==> config.mk <==
export PLATFORM = sky130hd
export DESIGN_NAME = lrpv_cmd
export DESIGN_NICKNAME = d
export VERILOG_FILES = /design/src/common/lrpv_pkg.sv /design/src/hw/lrpv_cmd.sv
export SDC_FILE = /design/constraint.sdc
export NUM_CORES = 1
export LEC_CHECK = 0
export BUFFER_PORTS_ARGS = -buffer_cell sky130_fd_sc_hd__buf_2
export CORE_MARGIN = 1.5
export CORE_UTILIZATION = 45
export CTS_CLUSTER_SIZE = 25
export DETAILED_ROUTE_END_ITERATION = 10
export PLACE_DENSITY_LB_ADDON = 0.2
export SYNTH_ARGS = -nofsm -noshare
export SYNTH_HDL_FRONTEND = slang
export SYNTH_SLANG_ARGS = --single-unit
==> constraint.sdc <==
create_clock -name clk -period 4.9 [get_ports clk]
set_clock_uncertainty 0.05 [all_clocks]
set_input_delay 0.98 -clock clk [delete_from_list [all_inputs] [get_ports clk]]
set_output_delay 0.98 -clock clk [all_outputs]
set_load 0.05 [all_outputs]
==> src/common/lrpv_pkg.sv <==
// Package with command codes, field positions, reset values and timing for the command decoder
package lrpv_pkg;

    // ----------------------------------------------------------------
    // Command codes and masks
    // ----------------------------------------------------------------
    localparam logic [7:0] LRPV_CMD_RESET = 8'hE2;
    localparam logic [7:0] LRPV_CMD_IND_OFF = 8'hAC;
    localparam logic [7:0] LRPV_CMD_IND_ON = 8'hAD;
    localparam logic [7:0] LRPV_CMD_VOL_MODE = 8'h81;
    localparam logic [7:0] LRPV_CMD_NOP = 8'hE3;
    localparam logic [7:0] LRPV_CMD_RMW_END = 8'hEE;
    localparam logic [7:0] LRPV_CMD_TEST = 8'hF0;
    localparam logic [7:0] LRPV_MASK_SCAN = 8'hF0;
    localparam logic [7:0] LRPV_CODE_SCAN = 8'hC0;
    localparam logic [7:0] LRPV_MASK_PWR = 8'hF8;
    localparam logic [7:0] LRPV_CODE_PWR = 8'h28;
    localparam logic [7:0] LRPV_CODE_RATIO = 8'h20;
    localparam logic [7:0] LRPV_MASK_START = 8'hC0;
    localparam logic [7:0] LRPV_CODE_START = 8'h40;
    localparam logic [7:0] LRPV_MASK_PAGE = 8'hF0;
    localparam logic [7:0] LRPV_CODE_PAGE = 8'hB0;
    localparam logic [7:0] LRPV_MASK_COLHI = 8'hF0;
    localparam logic [7:0] LRPV_CODE_COLHI = 8'h10;
    localparam logic [7:0] LRPV_CODE_COLLO = 8'h00;
    localparam logic [7:0] LRPV_CMD_RMW = 8'hE0;
    localparam logic [7:0] LRPV_CMD_DISP_OFF = 8'hAE;
    localparam logic [7:0] LRPV_CMD_ALLON = 8'hA5;

    // ----------------------------------------------------------------
    // Field positions and reset values
    // ----------------------------------------------------------------
    localparam int LRPV_BIT_SCAN = 3;
    localparam int LRPV_BIT_BOOST = 2;
    localparam int LRPV_BIT_REG = 1;
    localparam int LRPV_BIT_FOLLOW = 0;
    localparam int LRPV_STAT_RESET_BIT = 4;
    localparam logic [5:0] LRPV_VOL_RST = 6'h20;
    localparam logic [2:0] LRPV_RATIO_RST = 3'h0;
    localparam logic [1:0] LRPV_IND_RST = 2'h0;
    localparam logic [1:0] LRPV_IND_STEADY = 2'h3;
    localparam logic [1:0] LRPV_IND_SLOW = 2'h1;

    // ----------------------------------------------------------------
    // Timing
    // ----------------------------------------------------------------
    localparam int LRPV_CLK_HZ = 40_000_000;
    localparam int LRPV_RESET_BUSY_CYC = 4;
    localparam int LRPV_BLINK_FAST_MS = 500;
    localparam int LRPV_BLINK_FAST_CYC = LRPV_CLK_HZ / 1000 * LRPV_BLINK_FAST_MS;

    typedef enum logic [1:0]
    {
        LRPV_ST_IDLE = 2'b00,
        LRPV_ST_VOL = 2'b01,
        LRPV_ST_IND = 2'b10
    } lrpv_state_e;

endpackage : lrpv_pkg

==> src/hw/lrpv_cmd.sv <==
// Command decoder for reset, scan direction, power, resistor ratio, volume and indicator
`timescale 1ns/1ps

//Contract
//- Reset command reinitialises listed modes
//- Reset command leaves display memory untouched
//- Reset acts after command byte accepted
//- 1100 byte picks scan direction bit3
//- 00101 byte sets booster regulator follower
//- 00100 byte loads resistor ratio
//- After volume mode, next byte is value
//- Volume is low six bits
//- AC turns indicator off, AD pends
//- After AD only indicator register accepted
//- Indicator register low two bits, blink codes
//- Indicator changes only by own commands and by reset
//- Indicator drives segment output; frame output toggles every clk regardless
//- Status bit4 high during reset
//- Power save sleep or standby choice
module lrpv_cmd
#(
    parameter int BLINK_FAST_CYC = lrpv_pkg::LRPV_BLINK_FAST_CYC
)
(
    input wire logic clk,
    input wire logic resetn,
    input wire logic hw_reset_pin_n,
    input wire logic wr_strobe,
    input wire logic cmd_data_select,
    input wire logic [7:0] wr_data,
    input wire logic power_save_req,
    output logic scan_reverse,
    output logic boost_en,
    output logic regulator_en,
    output logic follower_en,
    output logic [2:0] regulator_resistor_ratio,
    output logic [5:0] lcd_drive_level,
    output logic [1:0] indicator_mode,
    output logic frame_polarity_out,
    output logic static_segment_out,
    output logic [7:0] status_byte,
    output logic init_pulse,
    output logic rmw_exit,
    output logic test_exit,
    output logic sleep_mode,
    output logic standby_mode
);
    import lrpv_pkg::*;

    // ----------------------------------------------------------------
    // Reset release and pin synchronisers
    // ----------------------------------------------------------------
    logic rst_s1, rst_n;
    logic [1:0] pin_s;
    logic [1:0] wr_s;
    logic wr_d;
    logic [7:0] data_s;
    logic [7:0] data_q;
    logic sel_s;
    logic sel_q;

    always_ff @(posedge clk or negedge resetn)
    begin
        if (!resetn)
        begin
            rst_s1 <= 1'b0;
            rst_n <= 1'b0;
        end
        else
        begin
            rst_s1 <= 1'b1;
            rst_n <= rst_s1;
        end
    end

    // Strobe is asynchronous to clk; data and select must be stable around it
    always_ff @(posedge clk or negedge rst_n)
    begin
        if (!rst_n)
        begin
            // Pin idles high; any other reset value fakes a pin reset after release
            pin_s <= 2'b11;
            wr_s <= 2'b00;
            wr_d <= 1'b0;
        end
        else
        begin
            pin_s <= {pin_s[0], hw_reset_pin_n};
            wr_s <= {wr_s[0], wr_strobe};
            wr_d <= wr_s[1];
        end
    end

    // Two stages on the bus too; the byte is held long after the strobe falls
    always_ff @(posedge clk)
    begin
        data_s <= wr_data;
        sel_s <= cmd_data_select;
        data_q <= data_s;
        sel_q <= sel_s;
    end

    // ----------------------------------------------------------------
    // Decode
    // ----------------------------------------------------------------
    wire pin_reset = !pin_s[1];
    wire wr_end = wr_d && !wr_s[1];
    wire cmd_take = wr_end && !sel_q;
    lrpv_state_e state, next_state;
    wire in_idle = (state == LRPV_ST_IDLE);
    wire dec_reset = cmd_take && in_idle && (data_q == LRPV_CMD_RESET);
    wire dec_scan = cmd_take && in_idle && ((data_q & LRPV_MASK_SCAN) == LRPV_CODE_SCAN);
    wire dec_pwr = cmd_take && in_idle && ((data_q & LRPV_MASK_PWR) == LRPV_CODE_PWR);
    wire dec_ratio = cmd_take && in_idle && ((data_q & LRPV_MASK_PWR) == LRPV_CODE_RATIO);
    wire dec_vmode = cmd_take && in_idle && (data_q == LRPV_CMD_VOL_MODE);
    wire dec_ioff = cmd_take && in_idle && (data_q == LRPV_CMD_IND_OFF);
    wire dec_ion = cmd_take && in_idle && (data_q == LRPV_CMD_IND_ON);
    wire dec_vval = cmd_take && (state == LRPV_ST_VOL);
    wire dec_ival = cmd_take && (state == LRPV_ST_IND);
    wire dec_rmw_end = cmd_take && in_idle && (data_q == LRPV_CMD_RMW_END);
    wire dec_nop = cmd_take && in_idle && (data_q == LRPV_CMD_NOP);

    always_comb
    begin
        next_state = state;
        case (state)
            LRPV_ST_IDLE:
            begin
                if (dec_vmode)
                    next_state = LRPV_ST_VOL;
                else if (dec_ion)
                    next_state = LRPV_ST_IND;
            end
            LRPV_ST_VOL:
                if (cmd_take)
                    next_state = LRPV_ST_IDLE;
            LRPV_ST_IND:
                if (cmd_take)
                    next_state = LRPV_ST_IDLE;
            default:
                next_state = LRPV_ST_IDLE;
        endcase
    end

    // ----------------------------------------------------------------
    // Mode registers
    // ----------------------------------------------------------------
    logic [2:0] busy_cnt;
    wire soft_init = (busy_cnt == 3'(LRPV_RESET_BUSY_CYC)) && !pin_reset;
    wire do_init = pin_reset || soft_init;

    always_ff @(posedge clk or negedge rst_n)
    begin
        if (!rst_n)
            busy_cnt <= 3'h0;
        else if (pin_reset)
            busy_cnt <= 3'h1;
        else if (dec_reset)
            busy_cnt <= 3'(LRPV_RESET_BUSY_CYC);
        else if (busy_cnt != 3'h0)
            busy_cnt <= busy_cnt - 3'h1;
    end

    always_ff @(posedge clk or negedge rst_n)
    begin
        if (!rst_n)
            state <= LRPV_ST_IDLE;
        else if (do_init)
            state <= LRPV_ST_IDLE;
        else
            state <= next_state;
    end

    // Only mode state is cleared; no display memory lives here.
    always_ff @(posedge clk or negedge rst_n)
    begin
        if (!rst_n)
        begin
            scan_reverse <= 1'b0;
            regulator_resistor_ratio <= LRPV_RATIO_RST;
            lcd_drive_level <= LRPV_VOL_RST;
            indicator_mode <= LRPV_IND_RST;
        end
        else if (do_init)
        begin
            scan_reverse <= 1'b0;
            regulator_resistor_ratio <= LRPV_RATIO_RST;
            lcd_drive_level <= LRPV_VOL_RST;
            indicator_mode <= LRPV_IND_RST;
        end
        else
        begin
            if (dec_scan)
                scan_reverse <= data_q[LRPV_BIT_SCAN];
            if (dec_ratio)
                regulator_resistor_ratio <= data_q[2:0];
            if (dec_vval)
                lcd_drive_level <= data_q[5:0];
            if (dec_ioff)
                indicator_mode <= LRPV_IND_RST;
            else if (dec_ival)
                indicator_mode <= data_q[1:0];
        end
    end

    // Power enables are not in the software reset set
    always_ff @(posedge clk or negedge rst_n)
    begin
        if (!rst_n)
        begin
            boost_en <= 1'b0;
            regulator_en <= 1'b0;
            follower_en <= 1'b0;
        end
        else if (pin_reset)
        begin
            boost_en <= 1'b0;
            regulator_en <= 1'b0;
            follower_en <= 1'b0;
        end
        else if (dec_pwr)
        begin
            boost_en <= data_q[LRPV_BIT_BOOST];
            regulator_en <= data_q[LRPV_BIT_REG];
            follower_en <= data_q[LRPV_BIT_FOLLOW];
        end
    end

    // ----------------------------------------------------------------
    // Power save, status and side pulses
    // ----------------------------------------------------------------
    wire ind_on = (indicator_mode != LRPV_IND_RST);

    always_ff @(posedge clk or negedge rst_n)
    begin
        if (!rst_n)
        begin
            sleep_mode <= 1'b0;
            standby_mode <= 1'b0;
            init_pulse <= 1'b0;
            rmw_exit <= 1'b0;
            test_exit <= 1'b0;
            status_byte <= 8'h00;
        end
        else
        begin
            init_pulse <= do_init;
            rmw_exit <= do_init || dec_rmw_end;
            test_exit <= do_init || dec_nop;
            status_byte <= {3'b000, busy_cnt != 3'h0 || pin_reset, 4'h0};
            if (!power_save_req || pin_reset)
            begin
                sleep_mode <= 1'b0;
                standby_mode <= 1'b0;
            end
            else if (dec_reset && standby_mode)
            begin
                sleep_mode <= 1'b1;
                standby_mode <= 1'b0;
            end
            else if (!sleep_mode && !standby_mode)
            begin
                sleep_mode <= !ind_on;
                standby_mode <= ind_on;
            end
        end
    end

    // ----------------------------------------------------------------
    // Static indicator drive
    // ----------------------------------------------------------------
    logic [25:0] blink_cnt;
    logic blink_ph;
    logic fr_toggle;
    wire [25:0] blink_lim = (indicator_mode == LRPV_IND_SLOW) ?
        26'(2 * BLINK_FAST_CYC - 1) : 26'(BLINK_FAST_CYC - 1);
    wire seg_on = (indicator_mode == LRPV_IND_STEADY) || (ind_on && blink_ph);

    always_ff @(posedge clk or negedge rst_n)
    begin
        if (!rst_n)
        begin
            blink_cnt <= 26'h0;
            blink_ph <= 1'b1;
            fr_toggle <= 1'b0;
            frame_polarity_out <= 1'b0;
            static_segment_out <= 1'b0;
        end
        else
        begin
            fr_toggle <= !fr_toggle;
            if (blink_cnt >= blink_lim)
            begin
                blink_cnt <= 26'h0;
                blink_ph <= !blink_ph;
            end
            else
                blink_cnt <= blink_cnt + 26'h1;
            // Segment in phase with frame gives zero volts, out of phase lights it
            frame_polarity_out <= fr_toggle;
            static_segment_out <= (seg_on && !sleep_mode) ? !fr_toggle : fr_toggle;
        end
    end

    // ----------------------------------------------------------------
    // Checks
    // ----------------------------------------------------------------
    chk_vol_load: assert property (@(posedge clk) disable iff (!rst_n)
        dec_vval && !do_init |=> lcd_drive_level == $past(data_q[5:0]))
        else $error("volume value not stored");
    chk_vol_mode: assert property (@(posedge clk) disable iff (!rst_n)
        dec_vval && !do_init |=> state == LRPV_ST_IDLE)
        else $error("volume mode not released");
    chk_scan_sel: assert property (@(posedge clk) disable iff (!rst_n)
        dec_scan && !do_init |=> scan_reverse == $past(data_q[3]))
        else $error("scan direction wrong");
    chk_pwr_bits: assert property (@(posedge clk) disable iff (!rst_n)
        dec_pwr && !pin_reset |=> {boost_en, regulator_en, follower_en} == $past(data_q[2:0]))
        else $error("power enables wrong");
    chk_ratio_load: assert property (@(posedge clk) disable iff (!rst_n)
        dec_ratio && !do_init |=> regulator_resistor_ratio == $past(data_q[2:0]))
        else $error("ratio wrong");
    chk_soft_reset: assert property (@(posedge clk) disable iff (!rst_n)
        dec_reset && !pin_reset ##1 !pin_reset [*4] |=> lcd_drive_level == LRPV_VOL_RST
        && indicator_mode == LRPV_IND_RST && !scan_reverse)
        else $error("soft reset incomplete");
    chk_no_early: assert property (@(posedge clk) disable iff (!rst_n)
        dec_reset && !pin_reset |=> !init_pulse)
        else $error("reset acted before byte done");
    chk_busy_flag: assert property (@(posedge clk) disable iff (!rst_n)
        dec_reset |=> ##1 status_byte[4])
        else $error("reset flag not shown");
    chk_ind_off: assert property (@(posedge clk) disable iff (!rst_n)
        dec_ioff && !do_init |=> indicator_mode == LRPV_IND_RST && state == LRPV_ST_IDLE)
        else $error("indicator off failed");
    chk_ind_mode: assert property (@(posedge clk) disable iff (!rst_n)
        dec_ival && !do_init |=> indicator_mode == $past(data_q[1:0]) && in_idle)
        else $error("indicator register wrong");
    cov_vol_pair: cover property (@(posedge clk) disable iff (!rst_n) dec_vmode ##[1:50] dec_vval);
    cov_ind_pair: cover property (@(posedge clk) disable iff (!rst_n) dec_ion ##[1:50] dec_ival);
    cov_soft_rst: cover property (@(posedge clk) disable iff (!rst_n) dec_reset ##2 init_pulse);
    cov_standby: cover property (@(posedge clk) disable iff (!rst_n) standby_mode ##1 sleep_mode);

endmodule : lrpv_cmd

Word-level counts from Yosys, hierarchy flattened
Index checks and enable logic that the tools add are counted.
Storage, ports and cells
  memory bits (read-only): 0
  output and inout bits: 30
  word-level logic and storage cells: 126
  memories: 0
  latch bits: 0
  bits in registers: 81
  RAM bits: 0
Operators by class
  bitwise logic cells: 0
  $mul: 0
  magnitude comparators: 1
  mux-type cells: 32
  reductions and logical operators: 44
  add/subtract/negate cells: 2
  div/mod/pow operators: 0
  eq/ne operators: 18
  shifts and indexed selects: 0
Operators with widths (count)
  two-way mux 26 bit: 2
  equality test 8 bit (second input constant): 6
  adder 26 x 1 -> 26 bit (second input constant): 1
  >= comparator 26 bit: 1
  logical AND 1 bit: 19
  two-way mux 1 bit: 15
  two-way mux 3 bit: 5
  two-way mux 2 bit: 7
  two-way mux 6 bit: 2
  equality test 5 x 3 -> 1 bit (second input constant): 2
  logical NOT 1 bit: 9
  nonzero test 3 bit: 3
  nonzero test 2 bit: 4
  logical OR 1 bit: 6
  inequality test 3 x 1 -> 1 bit (second input constant): 2
  equality test 2 x 1 -> 1 bit (second input constant): 2
  equality test 2 bit (second input constant): 2
  equality test 4 bit (second input constant): 1
  inequality test 4 x 1 -> 1 bit (second input constant): 1
  one-hot mux 2 bit (2 select lines): 1
  equality test 3 bit (second input constant): 1
  subtractor 3 x 1 -> 3 bit (second input constant): 1
  logical NOT 2 bit: 1
  inequality test 2 x 1 -> 1 bit (second input constant): 1
  2 further kinds: 2

Logic depth before layout (Yosys ltp)
  word-level depth: 9
  depth in mapped cells: 10

Worst setup path after synthesis
No wires, ideal clock.
  kind: register to register
  from: register indicator_mode[0]
  to: register blink_cnt[12]
  data arrival time: 2.456 ns
  buffers on the path: 2
  setup slack: 2.275 ns
  cell stages (with the launch flop): 10
  data required time: 4.731 ns
  cell sequence: dfrtp_1 -> nor2b_4 -> buf_6 -> inv_4 -> ha_1 -> and3b_1 -> o2111ai_2 -> o311ai_4 -> buf_6 -> nor2_2
Between the ends
  cells in the longest elaborated chain, start to end: 4
RTL lines
  start, declared: RTL line lrpv_cmd.sv:38  | output logic [1:0] indicator_mode,
  start signal, assigned: RTL line lrpv_cmd.sv:202  | indicator_mode <= data_q[1:0];
  equality test 2 x 1 -> 1 bit: RTL line lrpv_cmd.sv:275  | wire [25:0] blink_lim = (indicator_mode == LRPV_IND_SLOW) ?
  two-way mux 26 bit: RTL line lrpv_cmd.sv:275
  >= comparator 26 bit: RTL line lrpv_cmd.sv:292  | if (blink_cnt >= blink_lim)
  two-way mux 26 bit: RTL line lrpv_cmd.sv:292
  end signal, assigned: RTL line lrpv_cmd.sv:298  | blink_cnt <= blink_cnt + 26'h1;
  end, declared: RTL line lrpv_cmd.sv:272  | logic [25:0] blink_cnt;
No other way between the ends.
A chain may end at the register's enable or synchronous reset.

Worst setup path in the final report
  from: register indicator_mode[0]
  to: register blink_cnt[4]
Same word-level chain as after synthesis.

==> flow_metrics.py <==
metrics = {
    "status": {
        "outcome": "finished, final reports clean",
    },
    "global_routing": {
        "antenna_found_initial": 0,
        "grt_pass1_wl_um": 11000,
        "grt_pass1_vias": 2312,
        "grt_max_degree": 37,
        "grt_usage_pct": 16.4,
        "grt_overflow_total": 0,
    },
    "setup_path": {
        "crit_chain": "nor2b_4, inv_4, ha_1, and3b_1, o2111ai_2, o311ai_4, buf_4, nor2_1",
        "critPathArrivalTime_ns": 2.72,
        "crit_required_ns": 5.08,
        "critPathCaptureType": "flop",
        "worstSetupPathType": "reg -> reg",
        "critPathLaunchType": "flop",
        "slowest_delay_ns": 0.46,
        "r2r_slack_ns": 2.36,
        "cp_max_fo": 26,
        "crit_slowest_cell": "dfrtp_1",
    },
    "logic_synthesis": {
        "synth_warnings": 0,
        "synthSimpleGateAreaFrac_pct": 20.9,
        "synth-edff-count": 0,
        "yosys.area.top_type_share_pct": 41.5,
        "synth_seq_cells": 81,
        "yosysSeqAreaShare_pct": 54.6,
        "postSynthCellCount": 333,
        "synth_adder_area_share_pct": 4.22,
        "synth_top_family_by_area": "simple AND/OR/NAND/NOR gates",
        "syn-mean-instance-area_um2": 10.7,
        "synthMuxAreaShare_pct": 2.53,
        "async_flop_share_pct": 77.8,
        "synth-xor-area-share_pct": 6.65,
        "synth.distinct_cells": 55,
        "synth_compound_area_share_pct": 6.33,
        "netlist_area_um2": 3560,
        "synth_top_cell_by_area": "dfrtp_1",
        "synthFlopType": "dfrtp_1",
        "synth.area.top_cells": "dfrtp_1, dfxtp_1, ha_1",
    },
    "sta": {
        "max_slew_margin_pct": 60.9,
        "post-route-period-util_pct": 51.8,
        "finalWorstSetupSlack_ns": 2.36,
        "rsz0062_at_grt": "false",
        "fin_crit_ns": 2.54,
        "max_freq_mhz": 394,
        "tightest_slew_ns": 0.586,
        "tns_ns": 0,
        "hold_viol": 0,
        "drv_slew": 0,
        "final-setup-viol-count": 0,
    },
    "place": {
        "dp_hpwl_um": 4450,
        "io_buffers": 36,
        "pre_cts_ws_ns": 2.37,
        "gp_congestion": 0.831,
        "placed_cell_area_um2": 3790,
    },
    "power": {
        "p_leak_nw": 1.86,
        "max-vdd-ir-drop_uv": 233,
        "power_density_nw_per_um2": 328,
        "power_w": 0.00131,
    },
    "layout": {
        "area_growth_pct": 11.9,
        "drive_above_1_share_pct": 20.7,
        "layout_commonest_cell": "dfrtp_1",
        "fillers": 708,
        "nNetsFinal": 397,
        "fin_area_um2": 3980,
        "layout_common_cells": "dfrtp_1, nor2_1, buf_2",
        "antenna_cells": 0,
    },
    "routing": {
        "drcViolationCount": 0,
        "dr.pass1.iters": 7,
        "totalWireLength_um": 6340,
        "ant_nets": 0,
        "num_vias": 2425,
        "viasPerCell": 5.07,
        "wire_per_inst_um": 13.3,
        "drt_iter0_markers": 112,
    },
    "job": {
        "drv_cap": 0,
    },
    "floorplan": {
        "initial_utilization_pct": 46.3,
        "die-area_um2": 8450,
        "num_rows": 32,
        "chipWidth_um": 91.9,
        "fp.coreArea_um2": 7690,
        "io_pins": 44,
        "die_y_um": 91.9,
    },
    "cts": {
        "clk_pin_slew_ns": 0.09,
        "cts_root_buffer": "clkbuf_8",
        "cts_buffer_depth": 2,
        "cts_made_buffers": 9,
        "cts_tree": "yes",
        "cts_resized": 0,
        "insertion_delay_ns": 0.36,
        "cts_max_level": 3,
        "cts_setup_buffers": 0,
        "hold_buffers": 0,
        "cts_num_sinks": 81,
    },
    "hold_path": {
        "holdCritPathClass": "reg -> async",
    },
}
## through the flow
| step | util, % | instances | hold slack (ns) |
|---|---|---|---|
| final | 51.8 | 478 | 0.223 |
| after global routing | 51.8 | 478 | 0.283 |
| after CTS | 51.8 | 478 | 0.248 |
| after detailed placement | 49.3 | 462 | 0.244 |
| after global placement | 49.3 | 462 | 0.241 |
| after floorplan | - | 339 | 0.260 |
## area by class of cell
class	count	area, µm²	area share [%]
Clock buffer	9	124	3.11
Clock inverter	7	71.3	1.79
Inverter	11	43.8	1.10
Multi-Input combinational cell	230	1480	37.1
Sequential cell	81	1940	48.8
Tap cell	102	128	3.21
Timing Repair Buffer	38	195	4.90
## final timing paths
kind                                    from                 end  cells after the start
setup / recovery           indicator_mode[0]        blink_cnt[4]                      8
setup reg to reg           indicator_mode[0]        blink_cnt[4]                      8
hold / removal                         rst_n  lcd_drive_level[3]                      0
max in group asynchronous              rst_n            blink_ph                      1
hold reg to reg                        rst_n  lcd_drive_level[3]                      0
min in group clk                   data_s[0]           data_q[0]                      0
## kinds of logic (layout without fill, tap and decap cells)
logic type      count (synthesis)  in the layout
other cells                     2              8
flops                          81             81
xor+xnor                       27             27
compound gates                 31             31
mux                             9              9
buf+inv                        28             65
simple gates                  143            143
fa+ha+maj                      12             12
## flip-flops by register name, indices dropped and copies added, names as in the netlist, 3 cells and up
signal and count:
lcd_drive_level 6, busy_cnt 3, data_s 8, regulator_resistor_ratio 3
blink_cnt 26, data_q 8
## report_power, final
group / switching [W] / total [W] / internal [W]
sequential: 0.0000192 / 0.000712 / 0.000693
combinational: 0.0000794 / 0.000120 / 0.0000404
clock: 0.000273 / 0.000474 / 0.000201
## worst max-delay path: cells and delay by family (launching register included)
kind / cells / cell delay [ns]
buffers and inverters: 2 / 0.48
AND/OR/NAND/NOR: 3 / 0.60
flip-flops: 1 / 0.46
adder cells (fa/ha/maj): 1 / 0.33
AO/OA/AOI/OAI: 2 / 0.49
## routing by layer
metal	up-vias	GRT usage, %	wire [µm]
met2	56	23.0	2830
met1	1171	24.0	3130
met5	-	0	0
met4	0	5.00	81
met3	8	5.39	305
li1	1190	-	-
## cell usage after synthesis, types with 2 or more instances
master	instances
and3b_1	2
ha_1	12
xnor2_1	10
and2_1	3
clkbuf_1	4
buf_4	8
conb_1	2
nand2_1	35
nand2b_1	2
nand4_1	9
o21ai_0	3
nand3_1	13
buf_6	3
nor2_2	10
dfrtp_1	59
a21oi_1	14
nor2_1	36
inv_1	10
mux2i_1	9
and3_1	6
dfxtp_1	18
dfstp_2	4
o31ai_1	2
xor2_1	17
nor2b_1	5
nor3_1	8
Note: power is estimated with default switching activity, not from simulation.
